==> src/include/tfs_pkg.sv <==
// Package for the per-channel transmit input stage.
// Assumes one 200 MHz reference clock and a slow transmit clock pin.
package tfs_pkg;

  // ----------------------------------------------------------------
  // Timing
  // ----------------------------------------------------------------
  localparam int REF_CLK_NS = 5;
  // Clock held low this long counts as stopped
  localparam int TX_IDLE_NS = 2000;
  localparam int IDLE_CYC   = (TX_IDLE_NS + REF_CLK_NS - 1) / REF_CLK_NS;
  localparam int IDLE_W     = $clog2(IDLE_CYC + 1);
  localparam logic [4:0] FORM_HOLD = 5'h10;

  // ----------------------------------------------------------------
  // Line code taps into the encoder window
  // ----------------------------------------------------------------
  localparam logic [2:0] AMI_TAP  = 3'h0;
  localparam logic [2:0] HDB3_TAP = 3'h3;
  localparam logic [2:0] B8ZS_TAP = 3'h7;

  // ----------------------------------------------------------------
  // Register map
  // ----------------------------------------------------------------
  localparam logic [3:0] CFG_ADDR  = 4'h0;
  localparam logic [3:0] STAT_ADDR = 4'h4;
  localparam int CFG_CODE_BIT  = 0;
  localparam int CFG_E1_BIT    = 1;
  localparam int CFG_HOLD_BIT  = 2;
  localparam int STAT_UNI_BIT  = 0;
  localparam int STAT_OE_BIT   = 1;
  localparam int STAT_OVF_BIT  = 2;
  localparam int STAT_LVL_LSB  = 4;
  localparam logic [2:0] CFG_RESET = 3'h0;

  // ----------------------------------------------------------------
  // Types
  // ----------------------------------------------------------------
  typedef struct packed {
    logic pos;
    logic neg;
  } tfs_sym_t;

  typedef struct packed {
    logic read;
    logic write;
    logic [3:0]  address;
    logic [31:0] writedata;
  } tfs_avs_req_t;

  typedef struct packed {
    logic code;
    logic e1;
    logic hold;
  } tfs_cfg_t;

  typedef struct packed {
    logic clk;
    logic pos;
    logic neg;
    logic form;
    logic code;
    logic e1;
    logic host;
  } tfs_pins_t;

  typedef struct packed {
    tfs_pins_t          p1;
    tfs_pins_t          p2;
    logic               clk_d;
    logic [4:0]         form_cnt;
    logic               uni;
    tfs_sym_t [7:0]     win;
    logic               last_pos;
    logic               parity;
    logic [IDLE_W-1:0]  idle_cnt;
    logic               oe;
    tfs_sym_t           line;
    tfs_cfg_t           cfg;
    logic               ovf;
    logic               ack;
    logic [31:0]        rdata;
  } tfs_state_t;

endpackage

==> src/logic/tfs_fifo.sv <==
// Symbol FIFO with registered read data and valid/ready on both sides.
// Assumes DEPTH is a power of two; one clock, async active-low reset.
`timescale 1ns/1ps
module tfs_fifo #(
  parameter int W     = 2,
  parameter int DEPTH = 16
) (
  input  wire logic                     i_ref_clk,
  input  wire logic                     i_nrst,
  input  wire logic                     i_in_valid,
  output logic                          o_in_ready,
  input  wire logic [W-1:0]             i_in_data,
  output logic                          o_out_valid,
  input  wire logic                     i_out_ready,
  output logic [W-1:0]                  o_out_data,
  output logic [$clog2(DEPTH):0]        o_level
);

  localparam int AW = $clog2(DEPTH);

  typedef struct packed {
    logic [DEPTH-1:0][W-1:0] mem;
    logic [AW-1:0]           wp;
    logic [AW-1:0]           rp;
    logic [AW:0]             cnt;
    logic [W-1:0]            dout;
  } tfs_fifo_st_t;

  tfs_fifo_st_t s_r;
  tfs_fifo_st_t s_nxt;
  logic         push;
  logic         pop;

  assign o_in_ready  = (s_r.cnt != (AW+1)'(DEPTH));
  assign o_out_valid = (s_r.cnt != '0);
  assign o_out_data  = s_r.dout;
  assign o_level     = s_r.cnt;
  assign push        = i_in_valid && o_in_ready;
  assign pop         = i_out_ready && o_out_valid;

  always_comb begin
    s_nxt = s_r;
    if (push) begin
      s_nxt.mem[s_r.wp] = i_in_data;
      s_nxt.wp = s_r.wp + 1'b1;
    end
    if (pop) begin
      s_nxt.rp = s_r.rp + 1'b1;
    end
    if (push && !pop) begin
      s_nxt.cnt = s_r.cnt + 1'b1;
    end else if (pop && !push) begin
      s_nxt.cnt = s_r.cnt - 1'b1;
    end
    // Bypass keeps the head register right when writing the slot read next
    if (push && (s_r.wp == s_nxt.rp)) begin
      s_nxt.dout = i_in_data;
    end else begin
      s_nxt.dout = s_r.mem[s_nxt.rp];
    end
  end

  always_ff @(posedge i_ref_clk or negedge i_nrst) begin
    if (!i_nrst) begin
      s_r <= '0;
    end else begin
      s_r <= s_nxt;
    end
  end

endmodule

==> src/logic/tfs_tx_input.sv <==
// Transmit input stage of one line channel: bipolar or unipolar input,
// AMI / B8ZS / HDB3 encoding, symbol FIFO and line driver control.
// Assumes pins come from outside the i_ref_clk domain and that software
// reaches the registers over an Avalon-MM slave port with waitrequest.
//
// Behaviour
// - Positive and negative inputs are active-high NRZ
// - Inputs stay active during loss of signal
// - Pair map: space, negative, positive; both space
// - Each channel has its own form select
// - Select low gives bipolar input form
// - Unipolar after select high sixteen clock cycles
// - Unipolar data coded AMI or zero substitution
// - Host control: code from configuration register bit
// - Hardware control: code from select pin
// - Unipolar data taken from the positive input
// - Inputs sampled on transmit clock falling edge
// - Clock held low tristates the line drivers
//
// Design decisions made here: the Avalon-MM interface to the registers and the placing of the registers.
`timescale 1ns/1ps
module tfs_tx_input #(
  parameter int FIFO_DEPTH = 16
) (
  input  wire logic                 i_ref_clk,
  input  wire logic                 i_nrst,
  input  wire tfs_pkg::tfs_avs_req_t i_avs,
  output logic [31:0]               o_avs_readdata,
  output logic                      o_avs_waitrequest,
  input  wire logic                 i_tx_channel_clock,
  input  wire logic                 i_tx_positive_pulse_in,
  input  wire logic                 i_tx_negative_pulse_in,
  input  wire logic                 i_uni_bi_form_select,
  input  wire logic                 i_line_code_select,
  input  wire logic                 i_e1_select,
  input  wire logic                 i_host_control,
  output logic                      o_tx_line_tip_out,
  output logic                      o_tx_line_ring_out,
  output logic                      o_tx_line_oe
);

  // ----------------------------------------------------------------
  // State and wires
  // ----------------------------------------------------------------
  tfs_pkg::tfs_state_t s_r;
  tfs_pkg::tfs_state_t s_nxt;
  tfs_pkg::tfs_pins_t  pins_in;
  tfs_pkg::tfs_sym_t   push_sym;
  tfs_pkg::tfs_sym_t   pop_sym;
  tfs_pkg::tfs_sym_t   pl;
  tfs_pkg::tfs_sym_t   nl;
  tfs_pkg::tfs_sym_t   new_sym;
  logic                fall;
  logic                rise;
  logic                zs;
  logic                e1;
  logic [2:0]          tap;
  logic                push;
  logic                in_ready;
  logic                out_valid;
  logic                out_ready;
  logic [$clog2(FIFO_DEPTH):0] level;
  logic                req;
  logic                ovf_clr;

  assign pins_in = '{clk:  i_tx_channel_clock,
                     pos:  i_tx_positive_pulse_in,
                     neg:  i_tx_negative_pulse_in,
                     form: i_uni_bi_form_select,
                     code: i_line_code_select,
                     e1:   i_e1_select,
                     host: i_host_control};

  // ----------------------------------------------------------------
  // Symbol FIFO
  // ----------------------------------------------------------------
  tfs_fifo #(
    .W     (2),
    .DEPTH (FIFO_DEPTH)
  ) u_fifo (
    .i_ref_clk   (i_ref_clk),
    .i_nrst      (i_nrst),
    .i_in_valid  (push),
    .o_in_ready  (in_ready),
    .i_in_data   (push_sym),
    .o_out_valid (out_valid),
    .i_out_ready (out_ready),
    .o_out_data  (pop_sym),
    .o_level     (level)
  );

  // Drain one symbol per rising clock edge unless software holds it
  assign out_ready = rise && !s_r.cfg.hold;

  // ----------------------------------------------------------------
  // Bus outputs
  // ----------------------------------------------------------------
  assign req               = i_avs.read || i_avs.write;
  assign o_avs_waitrequest = req && !s_r.ack;
  assign o_avs_readdata    = s_r.rdata;

  // ----------------------------------------------------------------
  // Line outputs
  // ----------------------------------------------------------------
  assign o_tx_line_tip_out  = s_r.line.pos;
  assign o_tx_line_ring_out = s_r.line.neg;
  assign o_tx_line_oe       = s_r.oe;

  // ----------------------------------------------------------------
  // Next state
  // ----------------------------------------------------------------
  always_comb begin
    s_nxt = s_r;
    // Two-flop synchronisers; only the second stage is read
    s_nxt.p1    = pins_in;
    s_nxt.p2    = s_r.p1;
    s_nxt.clk_d = s_r.p2.clk;
    fall = !s_r.p2.clk && s_r.clk_d;
    rise = s_r.p2.clk && !s_r.clk_d;

    zs = s_r.p2.host ? s_r.cfg.code : s_r.p2.code;
    e1 = s_r.p2.host ? s_r.cfg.e1 : s_r.p2.e1;
    if (!zs) begin
      tap = tfs_pkg::AMI_TAP;
    end else if (e1) begin
      tap = tfs_pkg::HDB3_TAP;
    end else begin
      tap = tfs_pkg::B8ZS_TAP;
    end

    pl = '{pos: s_r.last_pos, neg: !s_r.last_pos};
    nl = '{pos: !s_r.last_pos, neg: s_r.last_pos};
    new_sym  = '0;
    push_sym = '0;
    push     = 1'b0;
    ovf_clr  = 1'b0;

    // Loss of signal is not an input here: sampling never stops
    if (fall) begin
      push = 1'b1;
      // Per-channel form select with hold-off
      if (!s_r.p2.form) begin
        s_nxt.form_cnt = '0;
        s_nxt.uni      = 1'b0;
      end else if (s_r.form_cnt != tfs_pkg::FORM_HOLD) begin
        s_nxt.form_cnt = s_r.form_cnt + 5'h1;
        s_nxt.uni      = (s_nxt.form_cnt == tfs_pkg::FORM_HOLD);
      end
      if (s_r.uni) begin
        // Data from the shared positive pin only
        if (s_r.p2.pos) begin
          new_sym         = nl;
          s_nxt.last_pos  = !s_r.last_pos;
          s_nxt.parity    = !s_r.parity;
        end
        s_nxt.win = {s_r.win[6:0], new_sym};
        // Zero runs are replaced while still inside the window
        if (!s_r.p2.pos && zs && !e1 && (s_r.win[6:0] == '0)) begin
          s_nxt.win[4:0] = {pl, nl, 2'h0, nl, pl};
        end else if (!s_r.p2.pos && zs && e1 &&
                     (s_r.win[2:0] == '0)) begin
          if (s_r.parity) begin
            s_nxt.win[0] = pl;
          end else begin
            s_nxt.win[3]   = nl;
            s_nxt.win[0]   = nl;
            s_nxt.last_pos = !s_r.last_pos;
          end
          s_nxt.parity = 1'b0;
        end
        push_sym = s_nxt.win[tap];
      end else begin
        // Active-high levels; both high falls to space
        push_sym.pos = s_r.p2.pos && !s_r.p2.neg;
        push_sym.neg = s_r.p2.neg && !s_r.p2.pos;
      end
    end

    // Line symbol changes on the rising edge; empty or held sends space
    if (rise) begin
      s_nxt.line = (out_valid && !s_r.cfg.hold) ? pop_sym : '0;
    end

    // Stopped clock detection
    if (s_r.p2.clk) begin
      s_nxt.idle_cnt = '0;
      s_nxt.oe       = 1'b1;
    end else if (s_r.idle_cnt != tfs_pkg::IDLE_W'(tfs_pkg::IDLE_CYC)) begin
      s_nxt.idle_cnt = s_r.idle_cnt + 1'b1;
    end else begin
      s_nxt.oe   = 1'b0;
      s_nxt.line = '0;
    end

    // Bus slave: read data captured one edge early, write at release edge
    if (req && !s_r.ack) begin
      s_nxt.ack   = 1'b1;
      s_nxt.rdata = '0;
      if (i_avs.address == tfs_pkg::CFG_ADDR) begin
        s_nxt.rdata[tfs_pkg::CFG_CODE_BIT] = s_r.cfg.code;
        s_nxt.rdata[tfs_pkg::CFG_E1_BIT]   = s_r.cfg.e1;
        s_nxt.rdata[tfs_pkg::CFG_HOLD_BIT] = s_r.cfg.hold;
      end else if (i_avs.address == tfs_pkg::STAT_ADDR) begin
        s_nxt.rdata[tfs_pkg::STAT_UNI_BIT] = s_r.uni;
        s_nxt.rdata[tfs_pkg::STAT_OE_BIT]  = s_r.oe;
        s_nxt.rdata[tfs_pkg::STAT_OVF_BIT] = s_r.ovf;
        s_nxt.rdata[tfs_pkg::STAT_LVL_LSB +: $bits(level)] = level;
      end
    end else if (s_r.ack) begin
      s_nxt.ack = 1'b0;
      if (i_avs.write && (i_avs.address == tfs_pkg::CFG_ADDR)) begin
        s_nxt.cfg.code = i_avs.writedata[tfs_pkg::CFG_CODE_BIT];
        s_nxt.cfg.e1   = i_avs.writedata[tfs_pkg::CFG_E1_BIT];
        s_nxt.cfg.hold = i_avs.writedata[tfs_pkg::CFG_HOLD_BIT];
      end
      if (i_avs.write && (i_avs.address == tfs_pkg::STAT_ADDR)) begin
        ovf_clr = i_avs.writedata[tfs_pkg::STAT_OVF_BIT];
      end
    end

    // Overflow sticky; a new overflow beats a clear in the same cycle
    s_nxt.ovf = (s_r.ovf && !ovf_clr) || (push && !in_ready);
  end

  // ----------------------------------------------------------------
  // State register
  // ----------------------------------------------------------------
  always_ff @(posedge i_ref_clk or negedge i_nrst) begin
    if (!i_nrst) begin
      s_r     <= '0;
      s_r.cfg <= tfs_pkg::CFG_RESET;
    end else begin
      s_r <= s_nxt;
    end
  end

endmodule

==> config.mk <==
export PLATFORM = sky130hd
export DESIGN_NAME = tfs_tx_input
export DESIGN_NICKNAME = d
export VERILOG_FILES = /design/src/include/tfs_pkg.sv /design/src/logic/tfs_fifo.sv /design/src/logic/tfs_tx_input.sv
export SDC_FILE = /design/constraint.sdc
export NUM_CORES = 1
export LEC_CHECK = 0
export BUFFER_PORTS_ARGS = -buffer_cell sky130_fd_sc_hd__buf_2
export CAP_MARGIN = 20
export CORE_MARGIN = 2
export CORE_UTILIZATION = 58
export DETAILED_ROUTE_END_ITERATION = 6
export GPL_ROUTABILITY_DRIVEN = 0
export GPL_TIMING_DRIVEN = 0
export PLACE_DENSITY = 0.84
export SLEW_MARGIN = 20
export SYNTH_ARGS = -nofsm -noshare
export SYNTH_HDL_FRONTEND = slang
export SYNTH_SLANG_ARGS = --single-unit
==> constraint.sdc <==
create_clock -name i_ref_clk -period 3.9 [get_ports i_ref_clk]
set_input_delay 0.78 -clock i_ref_clk [delete_from_list [all_inputs] [get_ports i_ref_clk]]
set_output_delay 0.78 -clock i_ref_clk [all_outputs]
set_load 0.1 [all_outputs]
# Word-level counts from Yosys, hierarchy flattened
# Index checks and enable logic that the tools add are counted.
[word_totals] regBits=109 latchBits=0 ramBits=0 rom_bits=0 input_bits=47 wordCells=182 mem_count=0
[classes] add_sub_neg=6 n_mul=0 div_mod_pow=0 n_lt_le_gt_ge=4 eq_ne=8 n_shift=0 n_mux=54 n_bitwise=1 reduce_logical=46
[ops] cell="$mux W2" n=24
[ops] cell="$bwmux W32" n=1
[ops] cell="$logic_and A1 B1 Y1" n=22
[ops] cell="$mux W4" n=5
[ops] cell="$mux W5" n=4
[ops] cell="$mux W3" n=5
[ops] cell="$logic_not A14 Y1" n=1
[ops] cell="$logic_not A1 Y1" n=13
[ops] cell="$mux W6" n=2
[ops] cell="$add A5 B1 Y5 const B" n=2
[ops] cell="$lt A4 B5 Y1 const B" n=2
[ops] cell="$mux W10" n=1
[ops] cell="$ne A5 B5 Y1 const B" n=2
[ops] cell="$add A9 B1 Y9 const B" n=1
[ops] cell="$mux W9" n=1
[ops] cell="$ne A9 B9 Y1 const B" n=1
[ops] cell="$add A4 B1 Y4 const B" n=2
[ops] cell="$bmux W2 S4" n=1
[ops] cell="$demux W2 S4" n=1
[ops] cell="$mux W1" n=8
[ops] cell="$bmux W2 S3" n=1
[ops] cell="$logic_not A6 Y1" n=1
[ops] cell="$eq A5 B5 Y1 const B" n=1
[ops] cell="$reduce_bool A5 Y1" n=1
[ops] cell="13 further kinds" n=16

# Longest topological paths before layout
[logic_depth] word_depth=13 mapped_depth=11

# Cells and area by module
# From an unflattened synthesis, not the netlist that was laid out.
[unflattened] hier_cells=555 hier_area_um2=6027.0
[modules_own_cells] mod="tfs_tx_input" instances=1 cells_each=282 area_each_um2=3021.6
[modules_own_cells] mod="tfs_fifo" instances=1 cells_each=273 area_each_um2=3005.4

# Worst setup path after synthesis
# Ideal clock, no wire load.
[synth_timing] path_type="reg2reg" startpoint="reg u_fifo.s_r (netlist bit u_fifo.o_level[0])" endpoint="reg u_fifo.s_r (netlist bit u_fifo.o_level[4])" setup_ns=0.124 arrival_ns=2.555 t_required_ns=3.776 slack_ns=1.221 stages_incl_launch_ff=12 path_buffers=1 path_cell_list="dfrtp_1 -> nor4_2 -> a21oi_1 -> clkbuf_1 -> ha_1 -> inv_1 -> ha_1 -> a21o_1 -> a21oi_1 -> xnor2_1 -> nor2_1 -> xnor2_1"
[synth_via] elab_chain_len=5 elab_cells_between_ends=13
[synth_rtl] element="start: declaration" line_no="tfs_fifo.sv:29" source="tfs_fifo_st_t s_r;"
[synth_rtl] element="start signal: assignment" line_no="tfs_fifo.sv:67" source="s_r <= s_nxt;"
[synth_rtl] element="$ne A5 B5 Y1 (*)" line_no="tfs_fifo.sv:34" source="assign o_in_ready = (s_r.cnt != (AW+1)'(DEPTH));"
[synth_rtl] element="$logic_and A1 B1 Y1 (*)" line_no="tfs_fifo.sv:38" source="assign push = i_in_valid && o_in_ready;"
[synth_rtl] element="via u_fifo.push" line_no="tfs_fifo.sv:31" source="logic push;"
[synth_rtl] element="$logic_not A1 Y1" line_no="tfs_fifo.sv:52" source="end else if (pop && !push) begin"
[synth_rtl] element="$logic_and A1 B1 Y1" line_no="tfs_fifo.sv:52"
[synth_rtl] element="$reduce_bool A2 Y1 (no source line)"
# The timed path passes the listed nets; every way through them passes the cells marked *. The select of a mux whose other input is x is not followed.
# A chain may end at the register's enable or synchronous reset.

# Worst setup path in the final report
[layout_timing] startpoint="reg s_r (netlist bit s_nxt[73])" endpoint="reg u_fifo.s_r (netlist bit u_fifo.o_level[4])"
[layout_via] elab_chain_len=7 elab_cells_between_ends=13
[layout_rtl] element="start: declaration" line_no="tfs_tx_input.sv:45" source="tfs_pkg::tfs_state_t s_r;"
[layout_rtl] element="start signal: assignment" line_no="tfs_tx_input.sv:233" source="s_r <= s_nxt;"
[layout_rtl] element="$logic_not A1 Y1 (*)" line_no="tfs_tx_input.sv:118" source="fall = !s_r.p2.clk && s_r.clk_d;"
[layout_rtl] element="$logic_and A1 B1 Y1 (*)" line_no="tfs_tx_input.sv:118"
[layout_rtl] element="$mux W1 (*)" line_no="tfs_tx_input.sv:139" source="if (fall) begin"
[layout_rtl] element="$logic_and A1 B1 Y1 (*)" line_no="tfs_fifo.sv:38"
[layout_rtl] element="via u_fifo.push" line_no="tfs_fifo.sv:31"
[layout_rtl] element="$logic_not A1 Y1" line_no="tfs_fifo.sv:52"
[layout_rtl] element="$logic_and A1 B1 Y1" line_no="tfs_fifo.sv:52"
[layout_rtl] element="$reduce_bool A2 Y1 (no source line)"
# The timed path passes the listed nets; every way through them passes the cells marked *.

==> flow_metrics.py <==
metrics = {
    "yosys": {
        "ys_seq_area_share_pct": 46.71,
        "ys.flop_type": "dfrtp_1",
        "synth_top_family_by_area": "simple AND/OR/NAND/NOR gates",
        "synthAdderAreaFrac_pct": 3.771,
        "ys_seq_elements": 109,
        "synth_area_mm2": 0.005839,
        "synth-compound-area-share_pct": 11.42,
        "yosys.area_share.simple_pct": 17.96,
        "synthDistinctLibCells": 54,
        "synth_edf_count": 0,
        "muxShareOfSynthArea_pct": 9.728,
        "synthXorXnorAreaFrac_pct": 3.728,
        "yosysWarnings": 0,
        "syn_avg_cell_area_um2": 9.831,
        "synthArstFlopShare_pct": 100.0,
        "synthCells": 594,
    },
    "clock_network": {
        "cts_setup_buffers": 0,
        "clk_latency_ns": 0.39,
        "cts_made_buffers": 9,
        "cts_tree": "done",
        "htreeDepth": 3,
        "hold_buffers": 0,
        "clk_pin_slew_ns": 0.10,
        "cts_root_buffer": "clkbuf_8",
        "ctsResizeCount": 0,
        "cts_buffer_depth": 2,
        "cts_sinks": 109,
    },
    "routing": {
        "drtIter0Drc": 306,
        "ant_nets": 0,
        "num_vias": 4464,
        "via_per_inst": 5.615,
        "remaining_drc_errors": 0,
        "drtPass1Iterations": 5,
        "avgRoutedWirePerCell_um": 15.06,
        "totalWireLength_um": 11970,
    },
    "timing": {
        "period_share_pct": 81.77,
        "finalHoldViolCount": 0,
        "setup_viol": 0,
        "fin_skew_ns": 0.01018,
        "rsz0062_at_grt": "no",
        "tns_ns": 0,
        "fin_ws_ns": 0.7111,
        "fmax_mhz": 313.6,
        "drv_slew": 0,
        "worstMarginPinSlew_ns": 0.9345,
        "fin_hold_ws_ns": 0.3172,
        "period_minus_slack_ns": 3.189,
        "relSlewSlack_pct": 37.12,
    },
    "finish": {
        "final_common_cell": "dfrtp_1",
        "fin_cells": 795,
        "drive_gt1_share_pct": 20.54,
        "area_growth_pct": 10.46,
        "antenna_cells": 0,
        "nets": 721,
        "final_cell_mix": "109 x dfrtp_1, 70 x nand2_1, 46 x mux2_2",
        "fill_cells": 762,
    },
    "power_and_ir_drop": {
        "leakage_nw": 2.940,
        "p_per_area_mw_per_mm2": 539.1,
        "ir_worst_vdd_mv": 0.2519,
    },
    "worst_hold_path": {
        "holdCritPathClass": "in -> async",
    },
    "grt": {
        "grt_pass1_wl_um": 20140,
        "gr-total-overflow": 0,
        "track_usage_pct": 22.79,
        "antenna_found_initial": 0,
        "grt_max_degree": 58,
        "grt_pass1_vias": 4322,
    },
    "setup_path": {
        "critPathRequiredTime_ns": 4.18,
        "cp-start-kind": "flop",
        "path_max_fanout": 10,
        "arrival_ns": 3.47,
        "worst-setup-path-type": "reg -> reg",
        "crit_path_end_kind": "flop",
        "cpPeakStageDelay_ns": 0.45,
        "slowest_stage": "dfrtp_1",
        "crit_chain": "nand2b_1 > a21oi_1 > clkbuf_1 > ha_1 > inv_1 > fa_1 > a21o_1 > a21oi_1 > xnor2_1 > nor2_1 > xnor2_1",
    },
    "placed_design": {
        "dp_cells": 779,
        "dp_hpwl_um": 8772,
        "io_buffers": 28,
        "pre_cts_ws_ns": 0.6973,
    },
    "die": {
        "die_w_um": 104.3,
        "dieArea_mm2": 0.01089,
        "core_mm2": 0.009774,
        "dieHeight_um": 104.3,
        "rows": 36,
        "initial_core_util_pct": 59.74,
        "io_pins": 83,
    },
    "run": {
        "maxCapViolCount": 0,
    },
    "run_status": {
        "status": "completed",
    },
}
==> report_power, final <==
group / leakage (nW) / internal (mW) / switching [mW]
clock network: 0.0893 / 0.254 / 0.395
logic: 1.42 / 0.521 / 0.823
registers: 1.43 / 1.30 / 0.182
total: 2.94 / 2.08 / 1.40
==> Yosys cell counts, types with 5 or more instances <==
master / number / area (µm²)
a21oi_1: 45 / 225.2
a22o_1: 6 / 52.55
buf_4: 32 / 240.2
clkbuf_1: 19 / 71.32
dfrtp_1: 109 / 2728
ha_1: 16 / 200.2
inv_1: 15 / 56.30
mux2_2: 46 / 518.0
mux2i_1: 5 / 50.05
nand2_1: 70 / 262.8
nand2b_1: 35 / 219.0
nand3_1: 13 / 65.06
nor2_1: 37 / 138.9
nor2b_1: 7 / 43.79
nor3_1: 23 / 115.1
nor4_1: 7 / 43.79
o21ai_0: 29 / 145.1
xnor2_1: 14 / 122.6
xor2_1: 9 / 78.83
==> cell families after synthesis <==
family	count (synthesis)
and+or+nand+nor	212
muxes	51
AOI/OAI and AO/OA	110
DFF	109
other	1
buffers and inverters	70
adders and majority gates	17
xor gates and xnor gates	24
==> layer usage <==
layer	track usage, %	part of all wire (%)
met5	0	0
met4	10.14	2.3
met3	4.449	6.1
met2	37.58	48
met1	29.18	43
==> final timing paths <==
kind | startpoint | endpoint | slack [ns] | depth (start not counted)
worst max-delay path | s_nxt[73] | u_fifo.o_level[4] | 0.71 | 11
worst min-delay path | i_nrst | s_r[68] | 0.32 | 1
worst max register to register | s_nxt[73] | u_fifo.o_level[4] | 0.71 | 11
worst min register to register | s_nxt[79] | s_r[79] | 0.36 | 0
max in group asynchronous | i_nrst | u_fifo.o_level[3] | 2.95 | 2
min in group i_ref_clk | s_nxt[79] | s_r[79] | 0.36 | 0
==> flip-flops by register name (all words and copies together), names as in the netlist <==
register / flops
s_r: 42
u_fifo.s_r: 40
o_avs_readdata: 8
s_nxt: 8
u_fifo.o_level: 5
u_fifo.o_out_data: 2
nl: 1
o_tx_line_oe: 1
o_tx_line_ring_out: 1
o_tx_line_tip_out: 1
==> area by class of cell <==
cell class | instances | area, µm² | share of cell area (%)
buffer | 54 | 326.6 | 5.063
inverter | 16 | 60.06 | 0.9311
tap | 133 | 166.4 | 2.580
clock inverter | 6 | 46.29 | 0.7177
multi-input combinational | 438 | 2811 | 43.59
clock buffer | 10 | 137.6 | 2.134
timing repair buffer | 29 | 173.9 | 2.696
sequential | 109 | 2728 | 42.29
==> metrics by stage <==
step / power, mW / util, % / instance area, µm²
finish: 3.477 / 65.99 / 6450
floorplan: 2.520 / - / 5926
CTS: 3.469 / 65.99 / 6450
global placement: 2.756 / 63.76 / 6232
detailed placement: 2.821 / 64.11 / 6266
global route: 3.665 / 65.99 / 6450
==> critical path, delay by kind of cell (launching register included) <==
kind / cells / cell delay (ns)
adder cells (fa/ha/maj): 2 / 0.68
buffers and inverters: 2 / 0.54
AO/OA/AOI/OAI: 3 / 0.80
flip-flops: 1 / 0.45
XOR/XNOR: 2 / 0.27
AND/OR/NAND/NOR: 2 / 0.33
No activity file was read; power rests on OpenSTA's default activity.
